## src/logic/sr_ctrl_map.svh

```systemverilog
`ifndef SR_CTRL_MAP_SVH
`define SR_CTRL_MAP_SVH
// ----------------------------------------
// Clock and timing
// ----------------------------------------
`define CLK_NS 40
`define VALLEY_MAX 4'h6
`define RING_MAX_NS 20000
`define RING_MAX_CYC ((`RING_MAX_NS) / (`CLK_NS))
`define REACH_MAX_NS 2500
`define REACH_MAX_CYC ((`REACH_MAX_NS) / (`CLK_NS))
`define LOCK_QUAL_NS 10000
`define LOCK_QUAL_CYC (((`LOCK_QUAL_NS) + (`CLK_NS) - 1) / (`CLK_NS))
`define GATE_OPEN_CYCLES 4'h8
`define DRAIN_MISS_PULSES 4'h7
`define ON_DELAY_CYC 16'h0002
`define MIN_ON_CYC 16'h000a
`define DEAD_CYC 16'h0002
`define OLP_CYC 16'h1388
`define OVP_CYC 16'h00fa
`define FBO_CYC 16'h1388
`define PERIOD_MAX 16'h0c35
`define PERIOD_MIN 16'h0053
`define PERIOD_HF 16'h0138
`endif

```

## src/logic/sr_ctrl_pkg.sv

```systemverilog
package sr_ctrl_pkg;
  typedef enum logic [3:0] {
    GATE_IDLE = 4'b0001,
    GATE_DLY = 4'b0010,
    GATE_MIN = 4'b0100,
    GATE_ON = 4'b1000
  } gate_state_t;
endpackage

```

## src/logic/sr_ctrl.sv

```systemverilog
`timescale 1ns/10ps
`default_nettype none
`include "sr_ctrl_map.svh"
module sr_ctrl
  import sr_ctrl_pkg::*;
#(
  parameter logic [15:0] ON_DELAY = `ON_DELAY_CYC,
  parameter logic [15:0] MIN_ON = `MIN_ON_CYC,
  parameter logic [15:0] DEAD = `DEAD_CYC,
  parameter logic [15:0] OLP_DLY = `OLP_CYC,
  parameter logic [15:0] OVP_DLY = `OVP_CYC,
  parameter logic [15:0] FBO_DLY = `FBO_CYC,
  parameter logic [15:0] LOCK_DLY = 16'(`LOCK_QUAL_CYC),
  parameter logic [15:0] RING_MAX = 16'(`RING_MAX_CYC),
  parameter logic [15:0] REACH_MAX = 16'(`REACH_MAX_CYC)
) (
  // Clock and reset
  input wire logic i_mclk,
  input wire logic i_rst,
  // Comparator results
  input wire logic i_drain_below_on,
  input wire logic i_drain_above_off,
  input wire logic i_drain_above_raised_off,
  input wire logic i_drain_at_supply,
  input wire logic i_valley,
  input wire logic i_drain_low_gate_open,
  input wire logic i_supply_above_on,
  input wire logic i_supply_below_off,
  input wire logic i_supply_ready,
  input wire logic i_current_over,
  input wire logic i_fb_over,
  input wire logic i_fb_at_ref,
  input wire logic i_fb_below_open,
  input wire logic i_gate_load_low,
  input wire logic i_full_scale,
  input wire logic i_below_burst,
  input wire logic i_above_burst_hys,
  input wire logic [7:0] i_comp_level,
  // Primary side status
  input wire logic i_primary_off,
  input wire logic i_ccm_needed,
  input wire logic i_primary_lockout,
  input wire logic i_primary_restart,
  // Outputs
  output logic o_rect_gate_drive,
  output logic o_switch_request,
  output logic o_comp_short,
  output logic o_bleed_en,
  output logic o_valley_switching,
  output logic o_burst,
  output logic o_overload_trip,
  output logic o_overvolt_trip,
  output logic o_feedback_open_trip,
  output logic o_gate_open_trip,
  output logic o_gate_short_trip,
  output logic o_drain_sense_fault_trip,
  output logic o_supply_lockout
);

  typedef struct packed {
    gate_state_t gst;
    logic [15:0] gcnt;
    logic running;
    logic gate_en;
    logic ccm_off;
    logic olp;
    logic ovp;
    logic fbo;
    logic gop;
    logic gsp;
    logic drain_sense_fault_trip;
    logic [3:0] gop_cnt;
    logic [3:0] miss_cnt;
    logic gated_this;
    logic valley_on;
    logic ring;
    logic [3:0] vcnt;
    logic [15:0] rcnt;
    logic reach_wait;
    logic [15:0] acnt;
    logic req;
    logic drv;
    logic pend;
  } core_t;
  core_t st_reg, st_next;

  logic lock_on, lock_off, olp_cur, olp_fs, ovp_q, fbo_q;
  logic pfm_pulse, pfm_burst, pfm_hf, any_stop, lockout;
  logic any_lock_clr;

  // ----------------------------------------
  // Qualifiers
  // ----------------------------------------
  // Both supply edges filtered against spikes
  qual_timer u_lock_off (.i_mclk(i_mclk), .i_rst(i_rst),
    .i_cond(i_supply_below_off), .i_limit(LOCK_DLY),
    .o_done(lock_off));
  qual_timer u_lock_on (.i_mclk(i_mclk), .i_rst(i_rst),
    .i_cond(i_supply_above_on), .i_limit(LOCK_DLY),
    .o_done(lock_on));
  qual_timer u_olp_cur (.i_mclk(i_mclk), .i_rst(i_rst),
    .i_cond(i_current_over), .i_limit(OLP_DLY),
    .o_done(olp_cur));
  qual_timer u_olp_fs (.i_mclk(i_mclk), .i_rst(i_rst),
    .i_cond(i_full_scale), .i_limit(OLP_DLY),
    .o_done(olp_fs));
  qual_timer u_ovp (.i_mclk(i_mclk), .i_rst(i_rst),
    .i_cond(i_fb_over), .i_limit(OVP_DLY), .o_done(ovp_q));
  qual_timer u_fbo (.i_mclk(i_mclk), .i_rst(i_rst),
    .i_cond(i_supply_ready && i_fb_below_open && st_reg.running),
    .i_limit(FBO_DLY), .o_done(fbo_q));

  assign any_stop = st_reg.olp | st_reg.ovp | st_reg.fbo | st_reg.gop
    | st_reg.gsp | st_reg.drain_sense_fault_trip;

  pfm_gen u_pfm (.i_mclk(i_mclk), .i_rst(i_rst),
    .i_comp_level(i_comp_level), .i_full_scale(i_full_scale),
    .i_below_burst(i_below_burst),
    .i_above_burst_hys(i_above_burst_hys),
    .i_enable(st_reg.running && !any_stop),
    .o_pulse(pfm_pulse), .o_burst(pfm_burst), .o_high_freq(pfm_hf));

  assign lockout = lock_off || !st_reg.running;
  assign any_lock_clr = lock_off || i_primary_lockout;

  // ----------------------------------------
  // Next state
  // ----------------------------------------
  always_comb begin
    st_next = st_reg;
    st_next.req = 1'b0;
    // Supply lockout resets all of st_reg; the qualifier and PFM state is kept
    if (lock_off) begin
      st_next = '0;
      st_next.gst = GATE_IDLE;
    end else if (!st_reg.running) begin
      st_next.running = lock_on;
      st_next.gsp = lock_on && i_gate_load_low;
    end else begin
      // Latched trips
      if (olp_cur || olp_fs) begin
        st_next.olp = 1'b1;
      end else if (i_primary_lockout) begin
        st_next.olp = 1'b0;
      end
      if (ovp_q) begin
        st_next.ovp = 1'b1;
      end else if (i_fb_at_ref) begin
        st_next.ovp = 1'b0;
      end
      if (fbo_q) begin
        st_next.fbo = 1'b1;
      end else if (i_primary_restart) begin
        st_next.fbo = 1'b0;
      end
      // Restart must clear even a saturated open count
      if (i_primary_restart) begin
        st_next.gop = 1'b0;
        st_next.gop_cnt = '0;
        st_next.gsp = 1'b0;
      end
      if (i_primary_lockout) begin
        st_next.drain_sense_fault_trip = 1'b0;
        st_next.miss_cnt = '0;
      end
      // Burst gate block
      if (pfm_burst) begin
        st_next.gate_en = 1'b0;
      end else if (pfm_pulse) begin
        st_next.gate_en = 1'b1;
      end
      // Switching request
      if (pfm_pulse) begin
        st_next.pend = 1'b1;
      end
      if (st_reg.pend && !any_stop && st_reg.gst == GATE_IDLE) begin
        if (!st_reg.valley_on || !pfm_hf || i_valley) begin
          st_next.req = 1'b1;
          st_next.pend = 1'b0;
        end
      end
      if (any_stop) begin
        st_next.pend = 1'b0;
      end
      // Drain-sense miss counter
      if (st_reg.req) begin
        if (st_reg.gated_this) begin
          st_next.miss_cnt = '0;
        end else if (st_reg.miss_cnt + 4'h1 >= `DRAIN_MISS_PULSES) begin
          st_next.drain_sense_fault_trip = 1'b1;
        end else begin
          st_next.miss_cnt = st_reg.miss_cnt + 4'h1;
        end
        st_next.gated_this = 1'b0;
        st_next.ccm_off = 1'b0;
      end
      // Dead time before primary turn-on in CCM
      if (i_ccm_needed && st_reg.pend) begin
        st_next.ccm_off = 1'b1;
      end
      // Gate sequencer
      unique case (st_reg.gst)
        GATE_IDLE: begin
          st_next.drv = 1'b0;
          if (i_primary_off && i_drain_below_on && st_reg.gate_en
              && !any_stop) begin
            st_next.gst = GATE_DLY;
            st_next.gcnt = '0;
            st_next.gated_this = 1'b1;
            st_next.miss_cnt = '0;
          end
        end
        GATE_DLY: begin
          st_next.gcnt = st_reg.gcnt + 16'h0001;
          if (st_reg.gcnt + 16'h0001 >= ON_DELAY) begin
            st_next.gst = GATE_MIN;
            st_next.drv = 1'b1;
            st_next.gcnt = '0;
          end
        end
        GATE_MIN: begin
          st_next.gcnt = st_reg.gcnt + 16'h0001;
          if (i_drain_above_raised_off || st_reg.ccm_off || any_stop) begin
            st_next.gst = GATE_IDLE;
            st_next.drv = 1'b0;
          end else if (st_reg.gcnt + 16'h0001 >= MIN_ON) begin
            st_next.gst = GATE_ON;
          end
        end
        GATE_ON: begin
          if (i_drain_above_off || st_reg.ccm_off || any_stop) begin
            st_next.gst = GATE_IDLE;
            st_next.drv = 1'b0;
          end
        end
      endcase
      // Gate open: driven but i_drain_low_gate_open still set
      if (st_reg.gst == GATE_ON && st_next.gst == GATE_IDLE) begin
        if (st_reg.ring) begin
          st_next.gop_cnt = st_reg.gop_cnt + 4'h1;
          if (st_reg.gop_cnt + 4'h1 >= `GATE_OPEN_CYCLES) begin
            st_next.gop = 1'b1;
          end
        end else begin
          st_next.gop_cnt = '0;
        end
        st_next.reach_wait = 1'b1;
        st_next.acnt = '0;
        st_next.rcnt = '0;
        st_next.vcnt = '0;
      end
      if (st_reg.gst == GATE_ON) begin
        st_next.ring = i_drain_low_gate_open;
      end
      // Valley switching supervision
      if (st_reg.reach_wait) begin
        st_next.acnt = st_reg.acnt + 16'h0001;
        if (i_drain_at_supply) begin
          st_next.reach_wait = 1'b0;
        end else if (st_reg.acnt >= REACH_MAX) begin
          st_next.valley_on = 1'b0;
          st_next.reach_wait = 1'b0;
        end
      end
      if (st_reg.gst == GATE_IDLE && st_reg.pend) begin
        st_next.rcnt = st_reg.rcnt + 16'h0001;
        if (i_valley) begin
          st_next.vcnt = st_reg.vcnt + 4'h1;
        end
      end
      if (!pfm_hf) begin
        st_next.valley_on = 1'b0;
      end else if (i_ccm_needed || st_reg.vcnt > `VALLEY_MAX
                   || st_reg.rcnt > RING_MAX) begin
        st_next.valley_on = 1'b0;
      end else if (st_reg.req) begin
        st_next.valley_on = 1'b1;
      end
    end
  end

  // ----------------------------------------
  // State register
  // ----------------------------------------
  always_ff @(posedge i_mclk or posedge i_rst) begin
    if (i_rst) begin
      st_reg <= '0;
      st_reg.gst <= GATE_IDLE;
    end else begin
      st_reg <= st_next;
    end
  end

  // Comparators arrive as synchronous levels
  always_ff @(posedge i_mclk or posedge i_rst) begin
    if (i_rst) begin
      o_rect_gate_drive <= 1'b0;
      o_switch_request <= 1'b0;
      o_comp_short <= 1'b0;
      o_bleed_en <= 1'b0;
      o_valley_switching <= 1'b0;
      o_burst <= 1'b1;
      o_overload_trip <= 1'b0;
      o_overvolt_trip <= 1'b0;
      o_feedback_open_trip <= 1'b0;
      o_gate_open_trip <= 1'b0;
      o_gate_short_trip <= 1'b0;
      o_drain_sense_fault_trip <= 1'b0;
      o_supply_lockout <= 1'b1;
    end else begin
      o_rect_gate_drive <= st_next.drv;
      o_switch_request <= st_next.req;
      o_comp_short <= st_next.olp | st_next.drain_sense_fault_trip;
      o_bleed_en <= st_next.ovp;
      o_valley_switching <= st_next.valley_on;
      o_burst <= pfm_burst;
      o_overload_trip <= st_next.olp;
      o_overvolt_trip <= st_next.ovp;
      o_feedback_open_trip <= st_next.fbo;
      o_gate_open_trip <= st_next.gop;
      o_gate_short_trip <= st_next.gsp;
      o_drain_sense_fault_trip <= st_next.drain_sense_fault_trip;
      o_supply_lockout <= !st_next.running;
    end
  end

  // ----------------------------------------
  // Checks
  // ----------------------------------------
  AST_BLEED: assert property (@(posedge i_mclk) disable iff (i_rst)
    o_overvolt_trip |-> o_bleed_en) else $error("bleed missing");
  AST_COMP: assert property (@(posedge i_mclk) disable iff (i_rst)
    o_overload_trip |-> o_comp_short) else $error("comp free");
  AST_STOP: assert property (@(posedge i_mclk) disable iff (i_rst)
    (o_overload_trip || o_overvolt_trip) |=> !o_switch_request)
    else $error("switch while tripped");
  AST_DCM_OFF: assert property (@(posedge i_mclk) disable iff (i_rst)
    (st_reg.gst == GATE_ON && i_drain_above_off && !lock_off)
    |=> !o_rect_gate_drive) else $error("gate stayed on");
  AST_RAISED: assert property (@(posedge i_mclk) disable iff (i_rst)
    (st_reg.gst == GATE_MIN && i_drain_above_raised_off && !lock_off)
    |=> !o_rect_gate_drive) else $error("min on not cut");
  AST_LOCK: assert property (@(posedge i_mclk) disable iff (i_rst)
    lock_off |=> o_supply_lockout && !o_rect_gate_drive)
    else $error("lockout ignored");
  AST_BURST: assert property (@(posedge i_mclk) disable iff (i_rst)
    (pfm_burst && $past(pfm_burst)) |-> !st_reg.gate_en)
    else $error("gate enabled in burst");
  AST_SHORT: assert property (@(posedge i_mclk) disable iff (i_rst)
    o_gate_short_trip |=> !o_switch_request)
    else $error("switch with short");
  AST_LOWF: assert property (@(posedge i_mclk) disable iff (i_rst)
    (!pfm_hf && !lock_off && st_reg.running) |=> !st_reg.valley_on)
    else $error("valley below limit");
  COV_GATE: cover property (@(posedge i_mclk) st_reg.gst == GATE_ON);
  COV_OLP: cover property (@(posedge i_mclk) o_overload_trip);
  COV_DRAIN_SENSE_FAULT_TRIP: cover property (@(posedge i_mclk) o_drain_sense_fault_trip);
endmodule
`default_nettype wire

```

## src/logic/qual_timer.sv

```systemverilog
`timescale 1ns/10ps
`default_nettype none
// ----------------------------------------
// Condition qualifier: level must hold N
// ----------------------------------------
module qual_timer #(
  parameter int W = 16
) (
  // Clock and reset
  input wire logic i_mclk,
  input wire logic i_rst,
  // Condition
  input wire logic i_cond,
  input wire logic [W-1:0] i_limit,
  output logic o_done
);
  typedef struct packed {
    logic [W-1:0] cnt;
    logic done;
  } qstate_t;
  qstate_t state_reg, state_next;

  always_comb begin
    state_next = state_reg;
    if (!i_cond) begin
      state_next.cnt = '0;
      state_next.done = 1'b0;
    end else if (state_reg.cnt >= i_limit) begin
      state_next.done = 1'b1;
    end else begin
      state_next.cnt = state_reg.cnt + 1'b1;
    end
  end

  always_ff @(posedge i_mclk or posedge i_rst) begin
    if (i_rst) begin
      state_reg <= '0;
    end else begin
      state_reg <= state_next;
    end
  end
  assign o_done = state_reg.done;
endmodule
`default_nettype wire

```

## src/logic/pfm_gen.sv

```systemverilog
`timescale 1ns/10ps
`default_nettype none
// ----------------------------------------
// PFM period generator with burst gating
// ----------------------------------------
module pfm_gen #(
  parameter int W = 16
) (
  // Clock and reset
  input wire logic i_mclk,
  input wire logic i_rst,
  // Loop level
  input wire logic [7:0] i_comp_level,
  input wire logic i_full_scale,
  input wire logic i_below_burst,
  input wire logic i_above_burst_hys,
  input wire logic i_enable,
  // Results
  output logic o_pulse,
  output logic o_burst,
  output logic o_high_freq
);
  `include "sr_ctrl_map.svh"
  typedef struct packed {
    logic [W-1:0] cnt;
    logic burst;
    logic pulse;
  } pstate_t;
  pstate_t state_reg, state_next;
  logic [W-1:0] period;

  // Lower level, longer period
  always_comb begin
    if (i_full_scale) begin
      period = `PERIOD_MIN;
    end else begin
      period = W'(`PERIOD_MAX) - W'({i_comp_level, 3'b000});
      if (period < `PERIOD_MIN) begin
        period = `PERIOD_MIN;
      end
    end
  end

  always_comb begin
    state_next = state_reg;
    state_next.pulse = 1'b0;
    if (i_below_burst) begin
      state_next.burst = 1'b1;
    end else if (state_reg.burst && i_above_burst_hys) begin
      state_next.burst = 1'b0;
      state_next.pulse = i_enable;
      state_next.cnt = '0;
    end
    if (!state_next.burst && !state_reg.burst && i_enable) begin
      if (state_reg.cnt >= period) begin
        state_next.cnt = '0;
        state_next.pulse = 1'b1;
      end else begin
        state_next.cnt = state_reg.cnt + 1'b1;
      end
    end
  end

  always_ff @(posedge i_mclk or posedge i_rst) begin
    if (i_rst) begin
      state_reg <= '{cnt: '0, burst: 1'b1, pulse: 1'b0};
    end else begin
      state_reg <= state_next;
    end
  end
  assign o_pulse = state_reg.pulse;
  assign o_burst = state_reg.burst;
  assign o_high_freq = (period <= `PERIOD_HF);
endmodule
`default_nettype wire

```

## config.mk

```make
export PLATFORM = sky130hd
export DESIGN_NAME = sr_ctrl
export DESIGN_NICKNAME = d
export VERILOG_FILES = /design/src/logic/sr_ctrl_pkg.sv /design/src/logic/sr_ctrl.sv /design/src/logic/qual_timer.sv /design/src/logic/pfm_gen.sv
export VERILOG_INCLUDE_DIRS = /design/src /design/src/logic
export SDC_FILE = /design/constraint.sdc
export NUM_CORES = 1
export LEC_CHECK = 0
export BUFFER_PORTS_ARGS = -buffer_cell sky130_fd_sc_hd__buf_4
export CORE_MARGIN = 2
export CORE_UTILIZATION = 60
export DETAILED_ROUTE_END_ITERATION = 6
export PLACE_DENSITY = 0.82
export SYNTH_ARGS = -nofsm -noshare
export SYNTH_HDL_FRONTEND = slang
export SYNTH_SLANG_ARGS = --single-unit
```

## constraint.sdc

```tcl
create_clock -name i_mclk -period 8.8 [get_ports i_mclk]
set_input_delay 1.32 -clock i_mclk [delete_from_list [all_inputs] [get_ports i_mclk]]
set_output_delay 1.32 -clock i_mclk [all_outputs]
set_load 0.1 [all_outputs]
```

==> impl_metrics.py <==
metrics = {
    "job": {
        "maxCapViolCount": 0,
    },
    "synth": {
        "synth.avg_cell_area_um2": 9.47,
        "async_flop_share_pct": 100,
        "synth_area_um2": 10600,
        "synth_cell_type_count": 68,
        "ys.flop_type": "dfrtp_1",
        "synth_nets": 1182,
        "syn-instance-count": 1115,
        "ys_seq_area_share_pct": 48.2,
        "synth_warnings": 0,
        "synth_edf_count": 0,
        "ys_ff_latch": 203,
    },
    "die": {
        "fp.dieH_um": 137,
        "ios": 44,
        "dieWidth_um": 137,
        "core_area_um2": 17200,
        "rows": 48,
        "initial_core_util_pct": 61.2,
        "die_area_um2": 18700,
    },
    "timing": {
        "worst_pin_slew_ps": 1150,
        "setup_viol": 0,
        "period_minus_slack_ps": 3930,
        "final_max_slew_viol_count": 0,
        "skew_ps": 11.1,
        "grt_setup_unrepaired": "false",
        "slew_headroom_pct": 22.6,
        "hold_violations": 0,
        "finalCritPeriodShare_pct": 44.7,
        "fmax_mhz": 255,
        "fin_tns_setup_ps": 0,
    },
    "global_routing": {
        "grt_start_max_net_pins": 139,
        "busiest_layer": "met2",
        "antenna_found_initial": 0,
        "grt_use_total_pct": 24.1,
        "grt_util_met1_pct": 33.4,
        "grt-ovfl-total": 0,
        "first_global_vias": 7887,
        "met2_usage_pct": 39.1,
        "grt_pass1_wl_mm": 37.1,
        "met3_usage_pct": 4.48,
    },
    "finish": {
        "nNetsFinal": 1214,
        "final_cell_mix": "199 x dfrtp_1, 109 x nand2_1, 108 x nor2_1, 70 x and2_1, 67 x o21ai_0",
        "final_common_cell": "dfrtp_1",
        "multi_input_area_um2": 5170,
        "ff_latch_area_um2": 5080,
        "syn2layout_area_growth_pct": 12.3,
        "stdcell_area_um2": 11800,
        "largest_register_ff_count": 71,
        "n_antenna_cell": 0,
        "layout-drive-gt1-share_pct": 9.45,
        "fillers": 1285,
    },
    "power_and_ir_drop": {
        "power.leakage_nw": 5.47,
        "p_switching_uw": 449,
        "power_frac_seq_pct": 46.9,
        "power_frac_comb_pct": 3.8,
        "peakVddDrop_mv": 0.144,
        "p_sw_share_pct": 22.2,
        "power_frac_clock_pct": 49.3,
        "internal-power_mw": 1.57,
        "powerDensity_nw_per_um2": 171,
    },
    "critical_path": {
        "regToRegSetupSlack_ps": 5570,
        "cp_common_cell": "o21ai_0",
        "reg2reg_depth": 7,
        "critPathMaxStageDelay_ps": 490,
        "cp-endpoint": "u_pfm.state_reg[12]",
        "crit_slowest_cell": "or3b_2",
        "r2r_end": "st_reg[25]",
        "crit_path_start": "i_comp_level[0]",
        "start_kind": "primary input",
        "criticalPathCategory": "in2reg",
        "r2r_start": "o_gate_open_trip",
        "crit_arrival_ps": 4350,
        "end_kind": "flop",
        "crit_chain": "buf_4 > nand3_1 > nor3b_1 > or3b_2 > xnor2_1 > nand2_1 > ha_1 > a21oi_1 > o211ai_1 > nor3_1 > o21ai_0 > a211o_1 > or3_1 > o21ai_0",
        "critPathMaxFanout": 13,
        "critPathRequiredTime_ps": 9220,
    },
    "routing": {
        "drt_iter0_markers": 584,
        "antenna_left": 0,
        "vias": 8240,
        "drt-total-wl_mm": 22.0,
        "drtPass1Iterations": 4,
        "drc": 0,
        "detail_route.wl_per_cell_um": 15.8,
        "routed_via_density": 5.93,
    },
    "cts": {
        "cts-htree-levels": 1,
        "clkSlewWorstSetupHoldPaths_ps": 60,
        "cts_tree": "done",
        "insertion_delay_ps": 510,
        "ctsResizeCount": 0,
        "numCtsBuffers": 23,
        "hold_buffers": 0,
        "post_cts_buffers": 0,
        "root_buffer": "clkbuf_16",
        "cts_max_path_buffers": 3,
        "cts_sinks": 203,
    },
    "run_status": {
        "outcome": "finished clean",
    },
    "placed_design": {
        "dpl.hpwl_mm": 14.4,
        "place.port_buffers": 43,
        "place_area_um2": 11000,
        "gp_congestion": 0.870,
    },
    "min_path": {
        "hp-class": "reg2reg",
        "worstHoldStart": "u_pfm.o_burst",
        "holdPathStages": 0,
    },
}
[cells in the mapped netlist (5+ instances only)]
cell type | number | share of area (%)
a211oi_1 | 7 | 0.50
a21o_1 | 10 | 0.71
a21oi_1 | 31 | 1.5
a31oi_1 | 10 | 0.59
and2_1 | 70 | 4.1
and3_1 | 37 | 2.2
and4_1 | 11 | 0.91
buf_2 | 5 | 0.24
clkbuf_1 | 32 | 1.1
dfrtp_1 | 199 | 47
ha_1 | 36 | 4.3
inv_1 | 37 | 1.3
nand2_1 | 109 | 3.9
nand2b_1 | 7 | 0.41
nand3_1 | 54 | 2.6
nand4_1 | 31 | 1.8
nor2_1 | 108 | 3.8
nor2b_1 | 9 | 0.53
nor3_1 | 27 | 1.3
nor3b_1 | 6 | 0.43
nor4_1 | 16 | 0.95
o211ai_1 | 9 | 0.64
o21a_1 | 7 | 0.50
o21ai_0 | 67 | 3.2
o21bai_1 | 7 | 0.50
o31ai_1 | 9 | 0.64
or3_1 | 9 | 0.53
or4_1 | 12 | 0.85
xnor2_1 | 38 | 3.2
xor2_1 | 37 | 3.1
[power groups by stage]
| stage | Clock (mW) | Combinational (mW) | Sequential, mW |
|---|---|---|---|
| 2_1_floorplan | 0 | 0.0463 | 0.966 |
| 3_3_place_gp | 0 | 0.0753 | 0.965 |
| 3_5_place_dp | 0 | 0.0776 | 0.965 |
| 4_1_cts | 1.01 | 0.0786 | 0.948 |
| 5_1_grt | 1.05 | 0.0880 | 0.949 |
| 6_report | 0.996 | 0.0765 | 0.948 |
[metal layers]
metal / vias to the layer above / part of all wire, %
met5: - / 0
met4: 0 / 1.7
met1: 4000 / 46
li1: 4009 / -
met2: 193 / 47
met3: 38 / 5.7
[kinds of logic (layout without fill, tap and decap cells)]
family / count (synthesis) / count (layout) / share of synthesized area, %
AO/OA/AOI/OAI: 196 / 196 / 12.2
XOR/XNOR: 75 / 75 / 6.22
adder cells (fa/ha/maj): 36 / 36 / 4.27
buffers and inverters: 79 / 128 / 2.90
flip-flops: 203 / 203 / 48.2
multiplexers: 2 / 2 / 0.202
AND/OR/NAND/NOR: 524 / 524 / 26.0
[stage by stage]
stage                     utilization, %  worst slack, ps  hold slack [ps]  instances  power [mW]
after floorplan                        -             1950              379       1115        1.01
after global placement              64.1             4450              402       1347        1.04
after detailed placement            64.1             4370              403       1347        1.04
after CTS                           68.7             4870              415       1389        2.03
after global routing                68.7             4590              425       1389        2.09
final                               68.7             4870              413       1389        2.02
[how the worst min path moves through the flow]
stage                         end  slack [ps]
after detailed placement  o_burst         400
final                     o_burst         410
after floorplan           o_burst         380
after CTS                 o_burst         410
after global routing      o_burst         430
after global placement    o_burst         400
[cell type report]
class | count | share of cell area [%]
Multi-Input combinational cell | 833 | 43.6
Sequential cell | 203 | 42.9
Clock buffer | 28 | 5.35
Timing Repair Buffer | 49 | 3.10
Tap cell | 225 | 2.38
Clock inverter | 14 | 1.39
Inverter | 37 | 1.24
[critical path: cells and delay by family]
family | cells | cell delay, ps
XOR/XNOR | 1 | 140
AND/OR/NAND/NOR | 6 | 1520
adder cells (fa/ha/maj) | 1 | 320
buffers and inverters | 1 | 120
AO/OA/AOI/OAI | 5 | 930
(Power assumes the default switching activity.)
